$ cat src/rtl/scs_pkg.sv
package scs_pkg;
  // Register byte addresses
  localparam logic [3:0] ADDR_CTRL = 4'h0;
  localparam logic [3:0] ADDR_WAIT = 4'h4;
  localparam logic [3:0] ADDR_STATUS = 4'h8;
  localparam int ADDR_W = 4;
  localparam int DATA_W = 32;

  // Control word fields
  localparam int CTRL_SEL_LSB = 0;
  localparam int CTRL_BYPASS_BIT = 2;
  localparam int CTRL_OSCINT_BIT = 3;
  localparam int CTRL_DIV_LSB = 4;
  localparam int DIV_W = 10;
  localparam int WAIT_W = 3;

  // Status word fields
  localparam int STAT_PENDING_BIT = 0;
  localparam int STAT_LOOPEN_BIT = 1;
  localparam int STAT_SEL_LSB = 2;
  localparam int STAT_BYPASS_BIT = 4;
  localparam int STAT_DIV_LSB = 8;

  // Source select encodings
  localparam logic [1:0] SEL_WAKEUP = 2'h0;
  localparam logic [1:0] SEL_RESERVED = 2'h1;
  localparam logic [1:0] SEL_PRESC = 2'h2;
  localparam logic [1:0] SEL_DIRECT = 2'h3;

  // Reset values
  localparam logic [1:0] RST_SEL = SEL_WAKEUP;
  localparam logic RST_BYPASS = 1'b1;
  localparam logic RST_OSCINT = 1'b1;
  localparam logic [DIV_W-1:0] RST_DIV = 10'h000;
  localparam logic [WAIT_W-1:0] RST_WAIT = 3'h4;

  // Synchronised clock pin indices
  localparam int PIN_DIRECT = 0;
  localparam int PIN_XTAL = 1;
  localparam int PIN_INTOSC = 2;
  localparam int PIN_WAKEUP = 3;
  localparam int PIN_LOOP = 4;
  localparam int PIN_N = 5;
endpackage

$ cat src/rtl/scs_clock_select.sv
`timescale 1ns/1ps
`default_nettype none
// Behaviour
// Select 11 drives from direct clock pin
// Direct drive keeps the input duty cycle
// Select 10 with bypass uses prescaler
// Prescaler divides by setting plus one
// Factor one passes oscillator duty cycle
// Largest prescaler factor is 1024
// Software sets wait count per frequency
// Waits only for non-sequential accesses; code also waits on sequential accesses that miss the prefetch
// Select 00 runs from wakeup clock
// Select 10 without bypass uses loop
// Changes apply only at safe edges
module scs_clock_select import scs_pkg::*; (
  input wire logic sys_clk, // 25 MHz block clock
  input wire logic resetn, // Synchronous reset, active low
  input wire logic [ADDR_W-1:0] regAddr, // Register byte address
  input wire logic [DATA_W-1:0] regWdata, // Write data
  input wire logic regWr, // Write strobe
  input wire logic regRd, // Read strobe
  output logic [DATA_W-1:0] regRdata, // Read data, cycle after strobe
  input wire logic direct_clock_input_pin, // External direct clock
  input wire logic crystal_input_pin, // Crystal oscillator clock
  input wire logic intOscIn, // Internal clock source
  input wire logic wakeupClkIn, // Low-frequency wakeup clock
  input wire logic loopClkIn, // Multiplying loop output
  output logic loopEnable, // Enables the multiplying loop
  output logic sysClkOut, // Generated system clock level
  input wire logic memReq, // Memory access request
  input wire logic memSequential, // Access follows the previous one
  input wire logic prefetchHit, // Sequential access served by prefetch
  output logic memWaitValid, // Wait figure valid pulse
  output logic [WAIT_W-1:0] memWaitCycles // Wait states for this access
);
  logic [PIN_N-1:0] pinRaw;
  logic [PIN_N-1:0] pinMeta_q;
  logic [PIN_N-1:0] pinSync_q;

  logic [1:0] sys_clock_source_select_q;
  logic vco_bypass_bit_q;
  logic oscInternal_q;
  logic [DIV_W-1:0] output_divider_setting_q;
  logic [WAIT_W-1:0] nvm_wait_count_q;

  logic [1:0] actSel_q;
  logic actBypass_q;
  logic actOscInt_q;
  logic [DIV_W-1:0] actDiv_q;

  logic sysClk_q;
  logic sysClk_d;
  logic [DATA_W-1:0] rdata_q;
  logic [DATA_W-1:0] rdata_d;
  logic memWaitValid_q;
  logic [WAIT_W-1:0] memWait_q;
  logic [WAIT_W-1:0] memWait_d;

  logic changePending;
  logic commit;
  logic actOsc;
  logic pendOsc;
  logic presOut;
  logic pendPres;
  logic pendLevel;
  logic [DIV_W-1:0] divForPres;
  logic wrCtrl;
  logic wrWait;
  logic rdCtrl;
  logic rdWait;
  logic rdStatus;
  logic [DATA_W-1:0] ctrlWord;
  logic [DATA_W-1:0] statusWord;

  // Level seen on the system clock for a given configuration
  function automatic logic pickLevel(input logic [1:0] sel, input logic byp,
                                     input logic pres, input logic [PIN_N-1:0] pins);
    logic lvl;
    lvl = pins[PIN_WAKEUP];
    if (sel == SEL_DIRECT) begin
      lvl = pins[PIN_DIRECT];
    end else if (sel == SEL_PRESC) begin
      lvl = byp ? pres : pins[PIN_LOOP];
    end
    return lvl;
  endfunction

  // Clock pins are asynchronous to sys_clk: two stages each
  assign pinRaw = {loopClkIn, wakeupClkIn, intOscIn, crystal_input_pin, direct_clock_input_pin};

  genvar gi;
  generate
    for (gi = 0; gi < PIN_N; gi++) begin : g_sync
      always_ff @(posedge sys_clk) begin
        if (!resetn) begin
          pinMeta_q[gi] <= 1'b0;
          pinSync_q[gi] <= 1'b0;
        end else begin
          pinMeta_q[gi] <= pinRaw[gi];
          pinSync_q[gi] <= pinMeta_q[gi];
        end
      end
    end
  endgenerate

  // Register decode
  assign wrCtrl = regWr && (regAddr == ADDR_CTRL);
  assign wrWait = regWr && (regAddr == ADDR_WAIT);
  assign rdCtrl = regRd && (regAddr == ADDR_CTRL);
  assign rdWait = regRd && (regAddr == ADDR_WAIT);
  assign rdStatus = regRd && (regAddr == ADDR_STATUS);

  assign ctrlWord = {18'h0, output_divider_setting_q, oscInternal_q, vco_bypass_bit_q,
                     sys_clock_source_select_q};
  assign statusWord = {14'h0, actDiv_q, 3'h0, actBypass_q, actSel_q, loopEnable,
                       changePending};
  assign rdata_d = rdCtrl ? ctrlWord :
                   rdWait ? {29'h0, nvm_wait_count_q} :
                   rdStatus ? statusWord : 32'h00000000;

  always_ff @(posedge sys_clk) begin
    if (!resetn) begin
      sys_clock_source_select_q <= RST_SEL;
      vco_bypass_bit_q <= RST_BYPASS;
      oscInternal_q <= RST_OSCINT;
      output_divider_setting_q <= RST_DIV;
    end else if (wrCtrl) begin
      sys_clock_source_select_q <= regWdata[CTRL_SEL_LSB +: 2];
      vco_bypass_bit_q <= regWdata[CTRL_BYPASS_BIT];
      oscInternal_q <= regWdata[CTRL_OSCINT_BIT];
      output_divider_setting_q <= regWdata[CTRL_DIV_LSB +: DIV_W];
    end
  end

  // Software owns the choice of wait count per frequency band
  always_ff @(posedge sys_clk) begin
    if (!resetn) begin
      nvm_wait_count_q <= RST_WAIT;
    end else if (wrWait) begin
      nvm_wait_count_q <= regWdata[WAIT_W-1:0];
    end
  end

  always_ff @(posedge sys_clk) begin
    if (!resetn) begin
      rdata_q <= '0;
    end else begin
      rdata_q <= rdata_d;
    end
  end

  assign regRdata = rdata_q;

  // Written settings wait in the shadow until both clocks are low
  assign changePending = (sys_clock_source_select_q != actSel_q) ||
                         (vco_bypass_bit_q != actBypass_q) ||
                         (oscInternal_q != actOscInt_q) ||
                         (output_divider_setting_q != actDiv_q);
  assign pendOsc = oscInternal_q ? pinSync_q[PIN_INTOSC] : pinSync_q[PIN_XTAL];
  // A restarted divider starts low, so only factor one shows the oscillator at once
  assign pendPres = (output_divider_setting_q == '0) ? pendOsc : 1'b0;
  assign pendLevel = pickLevel(sys_clock_source_select_q, vco_bypass_bit_q, pendPres, pinSync_q);
  assign commit = changePending && !sysClk_q && !pendLevel;

  always_ff @(posedge sys_clk) begin
    if (!resetn) begin
      actSel_q <= RST_SEL;
      actBypass_q <= RST_BYPASS;
      actOscInt_q <= RST_OSCINT;
      actDiv_q <= RST_DIV;
    end else if (commit) begin
      actSel_q <= sys_clock_source_select_q;
      actBypass_q <= vco_bypass_bit_q;
      actOscInt_q <= oscInternal_q;
      actDiv_q <= output_divider_setting_q;
    end
  end

  assign actOsc = actOscInt_q ? pinSync_q[PIN_INTOSC] : pinSync_q[PIN_XTAL];
  assign divForPres = commit ? output_divider_setting_q : actDiv_q;

  scs_prescaler u_prescaler (
    .sysClk(sys_clk),
    .resetn(resetn),
    .oscLevel(commit ? pendOsc : actOsc),
    .divSetting(divForPres),
    .restart(commit),
    .presOut(presOut)
  );

  // Reserved select 01 falls back to the wakeup clock rather than stopping
  assign sysClk_d = commit ? pendLevel :
                    pickLevel(actSel_q, actBypass_q, presOut, pinSync_q);
  assign loopEnable = (actSel_q == SEL_PRESC) && !actBypass_q;

  always_ff @(posedge sys_clk) begin
    if (!resetn) begin
      sysClk_q <= 1'b0;
    end else begin
      sysClk_q <= sysClk_d;
    end
  end

  assign sysClkOut = sysClk_q;

  // Prefetch hides the waits of sequential accesses it already holds
  assign memWait_d = (memSequential && prefetchHit) ? '0 : nvm_wait_count_q;

  always_ff @(posedge sys_clk) begin
    if (!resetn) begin
      memWaitValid_q <= 1'b0;
      memWait_q <= '0;
    end else begin
      memWaitValid_q <= memReq;
      memWait_q <= memReq ? memWait_d : '0;
    end
  end

  assign memWaitValid = memWaitValid_q;
  assign memWaitCycles = memWait_q;
endmodule
`default_nettype wire

$ cat src/rtl/scs_prescaler.sv
`timescale 1ns/1ps
`default_nettype none
module scs_prescaler import scs_pkg::*; (
  input wire logic sysClk, // Block clock
  input wire logic resetn, // Synchronous reset, active low
  input wire logic oscLevel, // Synchronised oscillator level
  input wire logic [DIV_W-1:0] divSetting, // Factor minus one
  input wire logic restart, // Start a fresh output period
  output logic presOut // Divided clock level
);
  logic [DIV_W-1:0] cnt_q;
  logic [DIV_W-1:0] cnt_d;
  logic oscPrev_q;
  logic out_q;
  logic out_d;
  logic oscRise;
  logic atEnd;
  logic [DIV_W:0] halfCnt;

  assign oscRise = oscLevel & ~oscPrev_q;
  assign atEnd = (cnt_q == divSetting);
  // High for ceil(K/2) oscillator periods, K = setting + 1
  assign halfCnt = ({1'b0, divSetting} + 11'h002) >> 1;
  assign cnt_d = restart ? divSetting :
                 (oscRise ? (atEnd ? '0 : cnt_q + 10'h001) : cnt_q);
  // Factor one passes the oscillator level straight through
  assign out_d = restart ? 1'b0 :
                 (divSetting == '0) ? oscLevel :
                 (oscRise ? ({1'b0, cnt_d} < halfCnt) : out_q);

  always_ff @(posedge sysClk) begin
    if (!resetn) begin
      cnt_q <= '0;
      oscPrev_q <= 1'b0;
      out_q <= 1'b0;
    end else begin
      cnt_q <= cnt_d;
      oscPrev_q <= oscLevel;
      out_q <= out_d;
    end
  end

  assign presOut = out_q;
endmodule
`default_nettype wire

$ cat config.mk
export PLATFORM = sky130hd
export DESIGN_NAME = scs_clock_select
export DESIGN_NICKNAME = d
export VERILOG_FILES = /design/src/rtl/scs_pkg.sv /design/src/rtl/scs_clock_select.sv /design/src/rtl/scs_prescaler.sv
export SDC_FILE = /design/constraint.sdc
export NUM_CORES = 1
export LEC_CHECK = 0
export BUFFER_PORTS_ARGS = -buffer_cell sky130_fd_sc_hd__buf_2
export CORE_MARGIN = 2
export CORE_UTILIZATION = 30
export DETAILED_ROUTE_END_ITERATION = 7
export PLACE_DENSITY_LB_ADDON = 0.25
export SYNTH_ARGS = -nofsm -noshare
export SYNTH_HDL_FRONTEND = slang
export SYNTH_SLANG_ARGS = --single-unit
export TNS_END_PERCENT = 10
$ cat constraint.sdc
create_clock -name sys_clk -period 9.3 [get_ports sys_clk]
set_input_delay 0.93 -clock sys_clk [delete_from_list [all_inputs] [get_ports sys_clk]]
set_output_delay 0.93 -clock sys_clk [all_outputs]
set_load 0.1 [all_outputs]
-- Word level (Yosys, flattened, before mapping)
Index checks and enable logic that the tools add are counted.
- register bits: 90
- latch bits: 0
- bits in writable memories: 0
- ROM bits: 0
- input bits: 48
- output and inout bits: 38
- word-level logic and storage cells: 90
- memories: 0
- $add $sub $neg: 2
- multiply operators: 0
- div/mod/pow operators: 0
- $lt $le $gt $ge: 1
- equal/unequal tests: 11
- shift-type cells: 0
- mux-type cells: 20
- bitwise operators: 5
- reductions and logical operators: 23
- operators with widths (kind ; count):
    14-bit 2-to-1 mux ; 3
    10-bit 2-to-1 mux ; 4
    10-bit logical NOT ; 2
    1-bit 2-to-1 mux ; 13
    10-bit by 2-bit adder with 11-bit output (second input constant) ; 1
    10-bit by 1-bit adder with 10-bit output (second input constant) ; 1
    10-bit == test ; 1
    10-bit less-than comparator ; 1
    10-bit inequality test ; 1
    1-bit logical AND ; 9
    2-bit == test (second input constant) ; 4
    3-bit OR reduction ; 2
    4-bit by 3-bit == test with 1-bit output (second input constant) ; 1
    4-bit == test (second input constant) ; 1
    4-bit logical NOT ; 1
    1-bit inverter ; 4
    4-bit OR reduction ; 1
    1-bit logical NOT ; 3
    1-bit logical OR ; 3
    1-bit inequality test ; 2
    2-bit inequality test ; 1
    2-bit nonzero test ; 1
    2-bit OR reduction ; 1
    1-bit AND ; 1

-- Logic depth before layout (Yosys ltp)
- depth after elaboration: 15
- mapped depth: 21
- gate-level depth less buffers: 17

-- Modules after synthesis
From an unflattened synthesis, not the netlist that was laid out.
- cell total of the unflattened synthesis: 445
- area total of the unflattened synthesis: 4013.8 µm²
- modules (own cells, without submodules) (module ; times used ; cells an instance ; area each (µm²) ; sequential area each (µm²)):
    scs_clock_select ; 1 ; 289 ; 2682.6 ; 1281.2
    scs_prescaler ; 1 ; 156 ; 1331.3 ; 240.2

-- Least setup slack after synthesis
No wires, ideal clock.
- kind: reg2reg
- start: register sysClk_q (netlist: sysClkOut)
- end: register u_prescaler.out_q (netlist: u_prescaler.presOut)
- library setup time: 70 ps
- arrival time: 4064 ps
- required time: 9230 ps
- setup slack: 5166 ps
- cell stages (with the launch flop): 18
- path buffers: 1
- period minus slack after synthesis: 4134 ps
- cells stage by stage: dfxtp_1 -> a211oi_1 -> o211ai_1 -> a2111oi_0 -> nor2_1 -> buf_2 -> nand2_1 -> o211ai_1 -> o21a_1 -> ha_1 -> a21o_1 -> a21o_1 -> a21oi_1 -> o21ai_0 -> o21a_1 -> o21ai_0 -> a41oi_1 -> a21oi_1
- cells in the longest elaborated chain, start to end: 11
- elaborated cells on any way between the ends: 17
- those cells by class: add/sub: 1; order compare: 1; eq/ne: 1; mux: 7; bitwise: 1; reduce/logical: 6
- RTL lines (what ; RTL line ; RTL):
    start, declared ; scs_clock_select.sv:51 ; logic sysClk_q;
    start signal, assigned ; scs_clock_select.sv:200 ; sysClk_q <= sysClk_d;
    1-bit logical NOT * ; scs_clock_select.sv:163 ; assign commit = changePending && !sysClk_q && !pendLevel;
    1-bit logical AND * (2 in a row) ; scs_clock_select.sv:163 ;
    10-bit 2-to-1 mux ; -- ;
    10-bit == test ; scs_prescaler.sv:21 ; assign atEnd = (cnt_q == divSetting);
    10-bit 2-to-1 mux (2 in a row) ; scs_prescaler.sv:25 ; (oscRise ? (atEnd ? '0 : cnt_q + 10'h001) : cnt_q);
    10-bit 2-to-1 mux * ; scs_prescaler.sv:24 ; assign cnt_d = restart ? divSetting :
    via u_prescaler.cnt_d[3] ; scs_prescaler.sv:12 ; logic [DIV_W-1:0] cnt_d;
    10-bit less-than comparator * ; scs_prescaler.sv:29 ; (oscRise ? ({1'b0, cnt_d} < halfCnt) : out_q);
    1-bit 2-to-1 mux * ; scs_prescaler.sv:29 ;
    1-bit 2-to-1 mux * ; scs_prescaler.sv:28 ; (divSetting == '0) ? oscLevel :
    end signal, assigned ; scs_prescaler.sv:39 ; out_q <= out_d;
    end, declared ; scs_prescaler.sv:14 ; logic out_q;
Mark *: on every way through the listed nets, which the timed path passes. The rest lies on a longest branch. The select of a mux whose other input is x is not followed.
A chain may end at the register's enable or synchronous reset.

-- Worst setup path in the final report
- start: register output_divider_setting_q[9]
- end: register u_prescaler.out_q (netlist: u_prescaler.presOut)
- cells in the longest elaborated chain, start to end: 15
- elaborated cells on any way between the ends: 24
- those cells by class: add/sub: 1; order compare: 1; eq/ne: 2; mux: 11; bitwise: 1; reduce/logical: 8
- RTL lines (what ; RTL line ; RTL):
    start, declared ; scs_clock_select.sv:43 ; logic [DIV_W-1:0] output_divider_setting_q;
    start signal, assigned ; scs_clock_select.sv:131 ; output_divider_setting_q <= regWdata[CTRL_DIV_LSB +: DIV_W];
    10-bit logical NOT ; scs_clock_select.sv:161 ; assign pendPres = (output_divider_setting_q == '0) ? pendOsc : 1'b0;
    1-bit 2-to-1 mux ; scs_clock_select.sv:161 ;
    1-bit 2-to-1 mux ; scs_clock_select.sv:83 ; lvl = byp ? pres : pins[PIN_LOOP];
    1-bit 2-to-1 mux ; scs_clock_select.sv:82 ; end else if (sel == SEL_PRESC) begin
    1-bit 2-to-1 mux ; scs_clock_select.sv:80 ; if (sel == SEL_DIRECT) begin
    1-bit logical NOT ; scs_clock_select.sv:163 ;
    1-bit logical AND ; scs_clock_select.sv:163 ;
    10-bit 2-to-1 mux ; -- ;
    10-bit == test ; scs_prescaler.sv:21 ;
    10-bit 2-to-1 mux (2 in a row) ; scs_prescaler.sv:25 ;
    10-bit 2-to-1 mux * ; scs_prescaler.sv:24 ;
    via u_prescaler.cnt_d[2] ; scs_prescaler.sv:12 ;
    10-bit less-than comparator * ; scs_prescaler.sv:29 ;
    1-bit 2-to-1 mux * ; scs_prescaler.sv:29 ;
    1-bit 2-to-1 mux * ; scs_prescaler.sv:28 ;
Marked as above.

==> flow_summary.toml <==
[global_routing]
overflow = 0
grt_max_degree = 41
antenna_found_initial = 0
grtUsageTotal_pct = 16.69
grt_first_pass_wirelength_um = 18910
grt_pass1_vias = 3540

[yosys]
synth_xor_area_share_pct = 8.777
ys.flop_type = "dfxtp_1"
synthMuxAreaShare_pct = 3.211
synth_cells = 485
seq_area_frac_synth_pct = 37.19
synth_top_family_by_area = "simple AND/OR/NAND/NOR gates"
ys_ff_latch = 76
synth-edff-count = 0
synth_compound_area_share_pct = 15.17
yosys_warnings = 0
synthAdderAreaFrac_pct = 3.364
synth.distinct_cells = 59
syn_area_per_cell_um2 = 8.436
synthSimpleGateAreaFrac_pct = 24.86
netlist_area_um2 = 4091
async_reset_ff_share_pct = 0

[sta]
period_needed_ns = 5.149
fmax_mhz = 194.2
worstMarginPinSlew_ns = 1.200
whs_ns = 0.4341
finalClockSkew_ns = 0.004682
hold_viol = 0
slew_viol_final = 0
finalSetupViolCount = 0
min_period_over_period_pct = 55.37
rsz0062_at_grt = "false"
tns_ns = 0
relSlewSlack_pct = 19.42

[cells_and_area]
diodes = 0
multi_input_comb_area_um2 = 2318
synthToLayoutAreaGrowth_pct = 13.43
final.fill_count = 1391
final_nets = 571
drive_gt1_share_pct = 15.67
final_cell_mix = "dfxtp_1 (76), nand2_1 (59), buf_2 (53), nor2_1 (31), and2_1 (24)"
layout_commonest_cell = "dfxtp_1"
seqCellArea_um2 = 1521

[detailed_routing]
vias = 3522
wl_um = 11480
drtIter0Drc = 353
firstDrtPassIters = 5
drc_errors = 0
wl_per_cell_um = 16.56
ant_nets = 0
via_per_inst = 5.082

[place]
port-buffer-count = 53
hpwl_um = 8315
place_congestion = 0.8801

[pwr]
power_density_nw_per_um2 = 239.6
power_leakage_nw = 2.052
peakVddDrop_mv = 0.1074

[floorplan]
ios = 86
fp-row-count = 42
die_y_um = 120.8
die_w_um = 120.8
die_area_um2 = 14590
start_util_pct = 30.77
core_area_um2 = 13300

[clock_tree]
post_cts_buffers = 0
path_clk_slew_ns = 0.06
numCtsBuffers = 9
cts_tree = "yes"
htreeDepth = 3
clock_sinks = 76
cts_resized = 0
insertion_delay_ns = 0.34
ctsHoldBuffers = 0
cts_buffer_depth = 2
ctsRootBufferMaster = "clkbuf_16"

[critical_path]
cp.required_ns = 9.57
worstSetupPathType = "reg -> reg"
crit_arrival_ns = 5.42
cp-end-kind = "flop"
critPathMaxFanout = 40
worst_setup_path_start_kind = "flop"

[flow_run]
drv_cap = 0

[min_path]
hold_class = "reg -> reg"

[run_status]
status = "finished, final reports clean"
==> cell families (layout without fill, tap and decap cells) <==
kind of cell | count (synthesis) | count (layout)
and+or+nand+nor | 198 | 198
AOI/OAI and AO/OA | 84 | 84
DFF | 76 | 76
buffers and inverters | 61 | 80
xor gates and xnor gates | 41 | 41
muxes | 13 | 13
adders and majority gates | 11 | 11
other | 1 | 14
==> power by group <==
part	switching, W	internal [W]
logic	0.000252	0.000157
registers	0.0000419	0.000349
clock network	0.000132	0.000180
total	0.000426	0.000686
==> critical path: stages (launching register included) <==
cell and delay (ns):
dfxtp_1 0.48, or4_1 0.59, a2111o_1 0.44, o211a_4 0.27
nand2_4 0.38, mux2i_1 0.41, o221a_1 0.50, a2bb2oi_1 0.29
a31oi_1 0.19, ha_1 0.25, a21o_1 0.17, a21o_1 0.17
a21oi_1 0.14, o21ai_0 0.10, o21a_1 0.17, o21ai_0 0.24
a41oi_1 0.16, a21oi_1 0.13
==> cell type report <==
| class | instances | area share, % |
|---|---|---|
| clock buffer | 12 | 5.096 |
| sequential | 76 | 32.79 |
| inverter | 8 | 0.6471 |
| clock inverter | 4 | 0.5662 |
| multi-input combinational | 361 | 49.96 |
| tap | 176 | 4.745 |
| timing repair buffer | 56 | 6.201 |
==> cells in the mapped netlist, types with 2 or more instances <==
cell type | count | area [µm²]
dfxtp_1 | 76 | 1521
nand2_1 | 59 | 221.5
clkbuf_1 | 32 | 120.1
nor2_1 | 31 | 116.4
and2_1 | 24 | 150.1
xnor2_1 | 23 | 201.4
a21oi_1 | 20 | 100.1
and3_1 | 20 | 125.1
xor2_1 | 18 | 157.7
nand3_1 | 16 | 80.08
buf_4 | 14 | 105.1
mux2i_1 | 12 | 120.1
ha_1 | 11 | 137.6
nand4_1 | 10 | 62.56
o21ai_0 | 9 | 45.04
a22o_1 | 8 | 70.07
inv_1 | 8 | 30.03
nor3_1 | 7 | 35.03
o31ai_1 | 6 | 45.04
or3_1 | 6 | 37.54
or4_1 | 6 | 45.04
nor4_1 | 5 | 31.28
a211oi_1 | 4 | 30.03
a31o_2 | 4 | 35.03
nand2b_1 | 4 | 25.02
o211a_1 | 4 | 40.04
o21a_1 | 4 | 30.03
a2111oi_0 | 3 | 26.28
a31oi_1 | 3 | 18.77
buf_2 | 3 | 15.01
a21o_1 | 2 | 15.01
a22oi_1 | 2 | 15.01
buf_1 | 2 | 7.510
buf_6 | 2 | 22.52
o211ai_1 | 2 | 15.01
or3b_1 | 2 | 17.52
==> path summary, 6_finish.rpt <==
| kind | startpoint | end | slack [ns] | cells past startpoint |
|---|---|---|---|---|
| setup / recovery | output_divider_setting_q[9]$_SDFFE_PN0P_ | u_prescaler.presOut$_SDFFE_PP0P_ | 4.15 | 17 |
| hold / removal | pinMeta_q[0]$_SDFF_PN0_ | pinSync_q[0]$_SDFF_PN0_ | 0.43 | 1 |
| setup reg to reg | output_divider_setting_q[9]$_SDFFE_PN0P_ | u_prescaler.presOut$_SDFFE_PP0P_ | 4.15 | 17 |
| hold reg to reg | pinMeta_q[0]$_SDFF_PN0_ | pinSync_q[0]$_SDFF_PN0_ | 0.43 | 1 |
==> state kept, by name, indices dropped and copies added (netlist names), 2 cells and up <==
signal	flops
memWaitCycles	3
actSel_q	2
output_divider_setting_q	10
pinMeta_q	5
nvm_wait_count_q	3
u_prescaler.cnt_q	10
sys_clock_source_select_q	2
actDiv_q	10
pinSync_q	5
regRdata	18
==> metal layers <==
metal | track usage, % | vias up | wire length [µm]
met1 | 23.16 | 1650 | 5492
met5 | 0 | - | 0
met4 | 6.977 | 0 | 284
li1 | - | 1724 | -
met3 | 3.255 | 23 | 670
met2 | 25.21 | 125 | 5031
==> per-stage QoR <==
stage	util, %	cell area, µm²	worst slack, ns	cells	total power, W
2_1_floorplan	-	4140	5.166	498	0.0007171
4_1_cts	34.91	4641	4.194	693	0.001117
6_report	34.91	4641	4.151	693	0.001112
5_1_grt	34.91	4641	3.886	693	0.001184
3_5_place_dp	32.93	4378	4.229	677	0.0008025
3_3_place_gp	32.93	4378	4.156	677	0.0007985
Power figures use the tool's default switching activity.
